### config.mk
export PLATFORM = sky130hd
export DESIGN_NAME = spc_standby_pin_config
export DESIGN_NICKNAME = d
export VERILOG_FILES = /design/src/hw/spc_pkg.sv /design/src/hw/spc_debounce.sv /design/src/hw/spc_event_detect.sv /design/src/hw/spc_standby_pin_config.sv
export SDC_FILE = /design/constraint.sdc
export NUM_CORES = 1
export LEC_CHECK = 0
export ABC_AREA = 1
export BUFFER_PORTS_ARGS = -buffer_cell sky130_fd_sc_hd__buf_4
export CAP_MARGIN = 20
export CORE_ASPECT_RATIO = 0.75
export CORE_MARGIN = 4
export CORE_UTILIZATION = 63
export CTS_BUF_LIST = sky130_fd_sc_hd__clkbuf_4 sky130_fd_sc_hd__clkbuf_8
export CTS_CLUSTER_SIZE = 24
export DETAILED_ROUTE_END_ITERATION = 16
export PLACE_DENSITY_LB_ADDON = 0.08
export SYNTH_ARGS = -nofsm -noshare
export SYNTH_HDL_FRONTEND = slang
export SYNTH_SLANG_ARGS = --single-unit
### constraint.sdc
create_clock -name clock_in -period 2.15 [get_ports clock_in]
set_input_delay 0.3225 -clock clock_in [delete_from_list [all_inputs] [get_ports clock_in]]
set_output_delay 0.3225 -clock clock_in [all_outputs]
set_load 0.005 [all_outputs]
### src/hw/spc_pkg.sv
/*
  constants, types and helper functions for the standby pin configuration block.
  assumes one 50 MHz system clock and an 8-bit register port.
*/
// How it works
// RL1 - input-only pins read all zero; output-only pins read bits 7-4 as zero
// RL2 - bit 5 polarity: zero falling edge or low level, one rising or high
// RL3 - bit 4 trigger type: zero edge detection, one level detection
// RL4 - bit 3 lock is set-only; only the power-up reset clears it
// RL5 - while a pin is locked, writes to its bits 2-0 are ignored
// RL6 - a locked pin keeps its driven output value; data-out writes are ignored
// RL7 - bit 2 turns the weak pull-up on, default on
// RL8 - bit 1 output buffer: zero open-drain, one push-pull
// RL9 - bit 0 enables the driver on bidirectional pins; input sampling unaffected
// RL10 - output-only pins read bit 0 as one, writes to it ignored
// RL11 - bit 6 routes the input through a 15 ms stability debouncer, default on
// RL12 - event bits serve bidir and event-input pins; bits 0-3 bidir and output-only
// RL13 - one shared address; port select and pin select choose the pin
// RL14 - reserved bits read zero and ignore writes for every pin class
// RL15 - pin inputs pass a two-flop synchroniser before any detection
`default_nettype none
package spc_pkg;

  // register map
  localparam logic [7:0] SPC_CFG_OFFSET    = 8'h14;

  // field positions inside the configuration byte
  localparam int         SPC_BIT_OE        = 0;
  localparam int         SPC_BIT_OTYPE     = 1;
  localparam int         SPC_BIT_PULLUP    = 2;
  localparam int         SPC_BIT_LOCK      = 3;
  localparam int         SPC_BIT_ETYPE     = 4;
  localparam int         SPC_BIT_EPOL      = 5;
  localparam int         SPC_BIT_DEBOUNCE  = 6;

  // values after reset
  localparam logic [2:0] SPC_EVT_RST       = 3'h4;
  localparam logic [3:0] SPC_CTL_RST_BIDIR = 4'h4;
  localparam logic [3:0] SPC_CTL_RST_OUT   = 4'h5;
  localparam logic       SPC_DRV_RST       = 1'b1;
  localparam logic       SPC_PIN_RST       = 1'b1;

  // pin counts
  localparam int         SPC_NUM_EVT       = 8;
  localparam int         SPC_NUM_BIDIR     = 6;
  localparam int         SPC_NUM_CTL       = 8;
  localparam int         SPC_NUM_PINS      = 12;

  // debounce time
  localparam int         SPC_DEBOUNCE_US   = 15000;
  localparam int         SPC_CLK_KHZ       = 50000;
  localparam int         SPC_DEBOUNCE_CYC  = SPC_DEBOUNCE_US * SPC_CLK_KHZ / 1000;
  localparam int         SPC_DEB_W         = 20;

  typedef enum logic [3:0] {
    SPC_CLS_BIDIR   = 4'b0001,
    SPC_CLS_EVTIN   = 4'b0010,
    SPC_CLS_OUTONLY = 4'b0100,
    SPC_CLS_NONE    = 4'b1000
  } spc_class_t;

  // pin class from port select and pin select
  function automatic spc_class_t spc_class(input logic port, input logic [2:0] pin);
    spc_class_t cls;
    cls = SPC_CLS_NONE;
    if (!port)
    begin
      cls = (pin < 3'h6) ? SPC_CLS_BIDIR : SPC_CLS_EVTIN;
    end
    else if (pin < 3'h2)
    begin
      cls = SPC_CLS_OUTONLY;
    end
    return cls;
  endfunction

  // slot in the output-control store: bidir pins 0-5, output-only pins 6-7
  function automatic logic [2:0] spc_ctl_slot(input logic port, input logic [2:0] pin);
    logic [2:0] slot;
    slot = port ? (3'h6 + {2'h0, pin[0]}) : pin;
    return slot;
  endfunction

endpackage
`default_nettype wire

### src/hw/spc_debounce.sv
/*
  stability debouncer for one synchronised pin level.
  assumes its input is already in the clock domain.
*/
`timescale 1ns/10ps
`default_nettype none
module spc_debounce #(
  parameter int unsigned STABLE_CYCLES = spc_pkg::SPC_DEBOUNCE_CYC
) (
  // clock and reset
  input  wire logic clock_in,
  input  wire logic reset_n_in,
  // level
  input  wire logic level_in,
  output logic      level_out
);

  localparam logic [spc_pkg::SPC_DEB_W-1:0] LAST =
    spc_pkg::SPC_DEB_W'(STABLE_CYCLES - 1);

  logic [spc_pkg::SPC_DEB_W-1:0] cnt_r;
  logic                          level_r;
  wire                           differs = level_in != level_r;
  wire                           done    = differs && (cnt_r == LAST);

  // any bounce restarts the count, so both edges wait the full time
  always_ff @(posedge clock_in or negedge reset_n_in)
  begin
    if (!reset_n_in)
    begin
      cnt_r   <= '0;
      level_r <= spc_pkg::SPC_PIN_RST;
    end
    else
    begin
      cnt_r   <= (differs && !done) ? cnt_r + 1'b1 : '0; // see RL11
      level_r <= done ? level_in : level_r;
    end
  end

  assign level_out = level_r;

endmodule
`default_nettype wire

### src/hw/spc_event_detect.sv
/*
  edge or level event detector for one pin.
  assumes raw and debounced levels are both synchronised.
*/
`timescale 1ns/10ps
`default_nettype none
module spc_event_detect (
  // clock and reset
  input  wire logic clock_in,
  input  wire logic reset_n_in,
  // levels
  input  wire logic raw_in,
  input  wire logic debounced_in,
  // configuration
  input  wire logic debounce_en_in,
  input  wire logic polarity_in,
  input  wire logic level_mode_in,
  // result
  output logic      event_out
);

  wire  src    = debounce_en_in ? debounced_in : raw_in;   // see RL11
  wire  active = polarity_in ? src : ~src;                 // see RL2
  logic prev_r;
  logic event_r;
  // edges compare the level itself, so a polarity change alone raises no event
  wire  edge_hit = polarity_in ? (src & ~prev_r) : (~src & prev_r); // see RL15

  // prev starts at the idle pin level so reset gives no false edge
  always_ff @(posedge clock_in or negedge reset_n_in)
  begin
    if (!reset_n_in)
    begin
      prev_r  <= spc_pkg::SPC_PIN_RST;
      event_r <= 1'b0;
    end
    else
    begin
      prev_r  <= src;
      event_r <= level_mode_in ? active : edge_hit;        // see RL3
    end
  end

  assign event_out = event_r;

endmodule
`default_nettype wire

### src/hw/spc_standby_pin_config.sv
/*
  per-pin configuration of the standby pin port: shared configuration
  register, lock, output drivers, pull-ups and event detection.
  assumes pin select and data-out come from same-clock logic; pins are async.
  pins: 0-5 bidirectional, 6-7 event inputs, 8-9 output-only, 10-11 input-only.
*/
`timescale 1ns/10ps
`default_nettype none
module spc_standby_pin_config #(
  parameter int unsigned DEBOUNCE_CYCLES = spc_pkg::SPC_DEBOUNCE_CYC
) (
  // clock and reset
  input  wire logic                              clock_in,
  input  wire logic                              reset_n_in,
  input  wire logic                              soft_reset_in,
  // pin selection
  input  wire logic                              sel_port_in,
  input  wire logic [2:0]                        sel_pin_in,
  // register port
  input  wire logic [7:0]                        addr_in,
  input  wire logic [7:0]                        wdata_in,
  input  wire logic                              wr_in,
  input  wire logic                              rd_in,
  output logic      [7:0]                        rdata_out,
  // data-out value per driven pin
  input  wire logic [spc_pkg::SPC_NUM_CTL-1:0]   standby_data_out_in,
  // pins
  input  wire logic [spc_pkg::SPC_NUM_PINS-1:0]  pin_in,
  output logic      [spc_pkg::SPC_NUM_PINS-1:0]  pin_level_out,
  output logic      [spc_pkg::SPC_NUM_CTL-1:0]   pin_out,
  output logic      [spc_pkg::SPC_NUM_CTL-1:0]   pin_oe_out,
  output logic      [spc_pkg::SPC_NUM_CTL-1:0]   pullup_en_out,
  output logic      [spc_pkg::SPC_NUM_CTL-1:0]   lock_out,
  // events
  output logic      [spc_pkg::SPC_NUM_EVT-1:0]   debounced_out,
  output logic      [spc_pkg::SPC_NUM_EVT-1:0]   event_out
);

  localparam int NCTL = spc_pkg::SPC_NUM_CTL;
  localparam int NEVT = spc_pkg::SPC_NUM_EVT;
  localparam int NPIN = spc_pkg::SPC_NUM_PINS;

  // configuration store
  logic [2:0]      evt_r   [NEVT];
  logic [2:0]      evt_nxt [NEVT];
  logic [3:0]      ctl_r   [NCTL];
  logic [3:0]      ctl_nxt [NCTL];
  logic [7:0]      rdata_r;
  logic [NCTL-1:0] drv_r;
  logic [NPIN-1:0] sync1_r;
  logic [NPIN-1:0] sync2_r;

  // selection decode
  spc_pkg::spc_class_t sel_cls;
  wire logic [2:0] sel_slot;
  wire logic       cfg_hit;
  wire logic       cfg_wr;
  wire logic       cfg_rd;
  wire logic       has_evt;
  wire logic       has_ctl;
  wire logic       is_out;
  wire logic [2:0] rd_evt;
  wire logic [3:0] rd_ctl;
  wire logic [7:0] cfg_val;

  assign sel_cls  = spc_pkg::spc_class(sel_port_in, sel_pin_in);       // see RL13
  assign sel_slot = spc_pkg::spc_ctl_slot(sel_port_in, sel_pin_in);
  assign cfg_hit  = addr_in == spc_pkg::SPC_CFG_OFFSET;                 // see RL13
  assign cfg_wr   = wr_in && cfg_hit;
  assign cfg_rd   = rd_in && cfg_hit;
  assign has_evt  = (sel_cls == spc_pkg::SPC_CLS_BIDIR) ||
                    (sel_cls == spc_pkg::SPC_CLS_EVTIN);                // see RL12
  assign has_ctl  = (sel_cls == spc_pkg::SPC_CLS_BIDIR) ||
                    (sel_cls == spc_pkg::SPC_CLS_OUTONLY);              // see RL12
  assign is_out   = sel_cls == spc_pkg::SPC_CLS_OUTONLY;

  // read value; input-only and absent pins read all zero
  assign rd_evt  = has_evt ? evt_r[sel_pin_in] : 3'h0;                  // see RL1
  assign rd_ctl  = has_ctl ? ctl_r[sel_slot] : 4'h0;                    // see RL1
  assign cfg_val = {1'b0, rd_evt, rd_ctl};                              // see RL14

  // event field update; the lock does not cover these bits
  always_comb
  begin
    for (int i = 0; i < NEVT; i++)
    begin
      evt_nxt[i] = evt_r[i];
      if (soft_reset_in)
      begin
        evt_nxt[i] = spc_pkg::SPC_EVT_RST;
      end
      if (cfg_wr && !sel_port_in && (sel_pin_in == 3'(i)))
      begin
        evt_nxt[i] = wdata_in[spc_pkg::SPC_BIT_DEBOUNCE:spc_pkg::SPC_BIT_ETYPE];
      end
    end
  end

  // output control update; a locked slot keeps every bit
  always_comb
  begin
    for (int i = 0; i < NCTL; i++)
    begin
      ctl_nxt[i] = ctl_r[i];
      if (soft_reset_in && !ctl_r[i][spc_pkg::SPC_BIT_LOCK])
      begin
        ctl_nxt[i] = (i >= spc_pkg::SPC_NUM_BIDIR) ? spc_pkg::SPC_CTL_RST_OUT :
                                                     spc_pkg::SPC_CTL_RST_BIDIR;
      end
      if (cfg_wr && has_ctl && (sel_slot == 3'(i)) &&
          !ctl_r[i][spc_pkg::SPC_BIT_LOCK])                             // see RL5
      begin
        ctl_nxt[i] = wdata_in[3:0];                                     // see RL4
        if (is_out)
        begin
          ctl_nxt[i][spc_pkg::SPC_BIT_OE] = 1'b1;                       // see RL10
        end
      end
    end
  end

  // power-up reset is the only path that clears a lock
  always_ff @(posedge clock_in or negedge reset_n_in)
  begin
    if (!reset_n_in)
    begin
      for (int i = 0; i < NEVT; i++)
      begin
        evt_r[i] <= spc_pkg::SPC_EVT_RST;
      end
      for (int i = 0; i < NCTL; i++)
      begin
        ctl_r[i] <= (i >= spc_pkg::SPC_NUM_BIDIR) ? spc_pkg::SPC_CTL_RST_OUT :
                                                    spc_pkg::SPC_CTL_RST_BIDIR; // see RL4
      end
    end
    else
    begin
      evt_r <= evt_nxt;
      ctl_r <= ctl_nxt;
    end
  end

  // read data stand only in the cycle after the strobe
  always_ff @(posedge clock_in or negedge reset_n_in)
  begin
    if (!reset_n_in)
    begin
      rdata_r <= 8'h00;
    end
    else
    begin
      rdata_r <= cfg_rd ? cfg_val : 8'h00;                              // see RL14
    end
  end

  assign rdata_out = rdata_r;

  // driven value follows data-out until locked, then freezes
  always_ff @(posedge clock_in or negedge reset_n_in)
  begin
    if (!reset_n_in)
    begin
      drv_r <= {NCTL{spc_pkg::SPC_DRV_RST}};
    end
    else
    begin
      for (int i = 0; i < NCTL; i++)
      begin
        drv_r[i] <= ctl_r[i][spc_pkg::SPC_BIT_LOCK] ? drv_r[i] :
                                                      standby_data_out_in[i]; // see RL6
      end
    end
  end

  // pin synchronisers; the first stage feeds only the second
  always_ff @(posedge clock_in or negedge reset_n_in)
  begin
    if (!reset_n_in)
    begin
      sync1_r <= {NPIN{spc_pkg::SPC_PIN_RST}};
      sync2_r <= {NPIN{spc_pkg::SPC_PIN_RST}};
    end
    else
    begin
      sync1_r <= pin_in;                                                // see RL15
      sync2_r <= sync1_r;                                               // see RL15
    end
  end

  // sampling ignores the driver state
  assign pin_level_out = sync2_r;                                       // see RL9

  genvar g;
  generate
    for (g = 0; g < NCTL; g++)
    begin : g_drv
      wire logic en   = ctl_r[g][spc_pkg::SPC_BIT_OE];                  // see RL9
      wire logic push = ctl_r[g][spc_pkg::SPC_BIT_OTYPE];
      // open-drain only ever drives low; a high comes from the pull-up
      assign pin_out[g]       = drv_r[g];
      assign pin_oe_out[g]    = en && (push || !drv_r[g]);              // see RL8
      assign pullup_en_out[g] = ctl_r[g][spc_pkg::SPC_BIT_PULLUP];      // see RL7
      assign lock_out[g]      = ctl_r[g][spc_pkg::SPC_BIT_LOCK];
    end

    for (g = 0; g < NEVT; g++)
    begin : g_evt
      spc_debounce #(
        .STABLE_CYCLES (DEBOUNCE_CYCLES)
      ) u_deb (
        .clock_in   (clock_in),
        .reset_n_in (reset_n_in),
        .level_in   (sync2_r[g]),
        .level_out  (debounced_out[g])
      );

      spc_event_detect u_det (
        .clock_in       (clock_in),
        .reset_n_in     (reset_n_in),
        .raw_in         (sync2_r[g]),
        .debounced_in   (debounced_out[g]),
        .debounce_en_in (evt_r[g][2]),                                  // see RL11
        .polarity_in    (evt_r[g][1]),                                  // see RL2
        .level_mode_in  (evt_r[g][0]),                                  // see RL3
        .event_out      (event_out[g])
      );
    end
  endgenerate

endmodule
`default_nettype wire

==> impl_metrics.py <==
metrics = {
    "worst_setup_path": {
        "rr_worst_depth": 6,
        "critical_path_arrival_ns": 2.23,
        "path_max_fanout": 19,
        "cp_slowest_stage_delay_ns": 0.45,
        "cpMostUsedCell": "nor2_1",
        "startpoint_type": "register",
        "r2r_slack_ns": 0.35,
        "cp_slowest_cell": "dfrtp_1",
        "crit_chain": "ha_1 > nand2_1 > nor2_1 > nand4_1 > nand2_2 > nor2_1",
        "r2r_start": "g_evt[4].u_deb.cnt_r[0]",
        "endpoint_kind": "register",
        "r2r-end": "g_evt[4].u_deb.cnt_r[17]",
        "cp.required_ns": 2.57,
        "worstSetupPathType": "reg -> reg",
    },
    "power": {
        "leakage_nw": 7.55,
        "power.switching_w": 0.00246,
        "total_power_w": 0.0109,
        "internal_power_w": 0.00841,
        "seqPwrFrac": 0.497,
        "swShare": 0.226,
        "power_density_nw_per_um2": 662,
        "peakVddDrop_v": 0.000545,
        "p_clk_frac": 0.455,
        "power_frac_comb": 0.048,
    },
    "routing": {
        "vias": 12000,
        "finalWirelength_microns": 32500,
        "viasPerCell": 5.33,
        "drt_iter0_markers": 976,
        "drc": 0,
        "ant_nets": 0,
        "wl_per_cell_microns": 14.5,
        "dr.pass1.iters": 5,
    },
    "min_path": {
        "hold_path.class": "in -> reg",
        "min_to": "evt_r[17]",
        "hold_start": "wdata_in[6]",
        "min_path_cells": 3,
    },
    "sta": {
        "fmax_ghz": 0.555,
        "finalWorstPathRequiredPeriod_ns": 1.80,
        "rsz0062_at_grt": "no",
        "tightest_slew_ns": 0.721,
        "slew_violations": 0,
        "setup_violations": 0,
        "fin_skew_ns": 0.0178,
        "relSlewSlack": 0.519,
        "fin_crit_sh": 0.839,
        "fin_setup_tns_ns": 0,
        "hold_violations": 0,
    },
    "clock_network": {
        "insertion_delay_ns": 0.56,
        "cts_resized": 0,
        "cts_made_buffers": 43,
        "cts_max_level": 2,
        "cts_buffer_depth": 3,
        "cts_sinks": 279,
        "cts_root_buffer": "clkbuf_8",
        "path_clk_slew_ns": 0.06,
        "cts_tree": "built",
    },
    "run": {
        "drv_cap": 0,
    },
    "final_layout": {
        "drive_gt1_frac": 0.155,
        "area_growth_pct": 14.9,
        "nFillCells": 1683,
        "final_util": 0.741,
        "mostFrequentLayoutCell": "nand2_1",
        "n_antenna_cell": 0,
        "fin_area_sq_um": 16400,
        "nets": 1971,
        "layout_common_cells": "nand2_1, nor2_1, inv_1",
    },
    "yosys": {
        "ys_seq_elements": 279,
        "synth_flop_cell": "dfrtp_1",
        "syn_area_per_cell_sq_um": 7.99,
        "netlist_instances": 1788,
        "yosys_warnings": 0,
        "ys_seq_area_frac": 0.494,
        "synthArstFlopShare": 1.00,
        "synth_edf_count": 0,
        "synth_nets": 1841,
        "synth_area_sq_um": 14300,
        "yosys.cell_types.count": 36,
    },
    "floorplanning": {
        "rows": 47,
        "dieArea_sq_um": 25200,
        "io_pins": 113,
        "die_y_microns": 138,
        "start_util": 0.644,
        "die_w_microns": 182,
        "core_sq_um": 22200,
    },
    "global_routing": {
        "grt_pass1_vias": 11600,
        "grt_max_degree": 63,
        "gr-total-overflow": 0,
        "grt_antenna_before_repair": 0,
        "grt_usage": 0.260,
        "grt_pass1_wl_microns": 55400,
    },
    "place": {
        "dp_hpwl_microns": 23300,
        "gp_congestion": 0.943,
        "dpl-instance-area_sq_um": 15200,
        "portBuffers": 110,
    },
    "run_status": {
        "status": "finished clean",
    },
}
registers in the layout, summed over array words and instances (netlist names), 12 cells and up:
signal	cells
sync1_r	12
g_evt.u_deb.cnt_r	160
pin_level_out	12
evt_r	24
ctl_r	16
area by class of cell:
type                            count  area, sq um  share of cell area
Sequential cell                   279         7060               0.430
Multi-Input combinational cell   1216         5930               0.361
Timing Repair Buffer              146         1210              0.0734
Inverter                          232          871              0.0530
Clock buffer                       67          847              0.0516
Tap cell                          294          368              0.0224
Clock inverter                     10          134             0.00815
stage by stage:
step / hold WS [ns] / worst slack [ns] / instances
after floorplan: 0.0269 / 0.616 / 1788
after global placement: 0.306 / 0.432 / 2146
after detailed placement: 0.308 / 0.350 / 2146
after CTS: 0.0188 / 0.350 / 2244
after global routing: 0.0430 / 0.160 / 2244
final: 0.0654 / 0.347 / 2244
cells in the mapped netlist, types with 10 or more instances:
cell type	number	area, sq um
nor2_1	304	1140
xnor2_1	18	158
inv_1	228	856
o22ai_1	13	81.3
nand3_1	150	751
buf_4	45	338
nand2_1	358	1340
buf_2	11	55.1
dfrtp_1	213	5330
o21ai_1	12	60.1
o21ai_0	73	365
nor3_1	64	320
dfstp_2	66	1730
a21oi_1	22	110
xor2_1	79	692
nand4_1	43	269
o21bai_1	17	128
or2_2	10	62.6
how the worst max path moves through the flow:
stage                       startpoint                        to  slack [ns]  depth (start not counted)
2_1_floorplan  g_evt[4].u_deb.cnt_r[0]  g_evt[4].u_deb.cnt_r[10]        0.62                          7
3_3_place_gp   g_evt[4].u_deb.cnt_r[0]  g_evt[4].u_deb.cnt_r[14]        0.43                          6
3_5_place_dp   g_evt[4].u_deb.cnt_r[0]  g_evt[4].u_deb.cnt_r[17]        0.35                          6
4_1_cts        g_evt[4].u_deb.cnt_r[0]  g_evt[4].u_deb.cnt_r[17]        0.35                          6
5_1_grt        g_evt[4].u_deb.cnt_r[0]  g_evt[4].u_deb.cnt_r[16]        0.16                          6
6_report       g_evt[4].u_deb.cnt_r[0]  g_evt[4].u_deb.cnt_r[17]        0.35                          6
cell families after synthesis:
| group | share of synthesized area |
|---|---|
| buf+inv | 0.0903 |
| simple gates | 0.290 |
| compound gates | 0.0589 |
| flops | 0.494 |
| other cells | 0.000262 |
| xor+xnor | 0.0595 |
| fa+ha+maj | 0.00701 |
critical path: cells and delay by family (launching register included):
family	cells	cell delay (ns)
and+or+nand+nor	5	0.91
DFF	1	0.45
adders and majority gates	1	0.31
timing repair:
item,in CTS,in global routing
hold buffers,21,0
setup buffers,0,0
endpoints found under the hold margin,70,0
routing by layer:
layer  vias up  wire length [microns]  GRT usage
li1       5914                      -          -
met1      5593                  15300      0.387
met2       400                  14300      0.395
met3        54                   2320     0.0549
met4         0                    616     0.0675
met5         -                      0          0
power by group through the flow:
| stage | Sequential (W) | Combinational, W | Clock (W) |
|---|---|---|---|
| 6_report | 0.00541 | 0.000524 | 0.00494 |
| 5_1_grt | 0.00541 | 0.000595 | 0.00531 |
| 4_1_cts | 0.00541 | 0.000528 | 0.00506 |
| 3_5_place_dp | 0.00550 | 0.000495 | 0 |
| 3_3_place_gp | 0.00549 | 0.000486 | 0 |
| 2_1_floorplan | 0.00548 | 0.000233 | 0 |
Note: power is estimated with default switching activity, not from simulation.
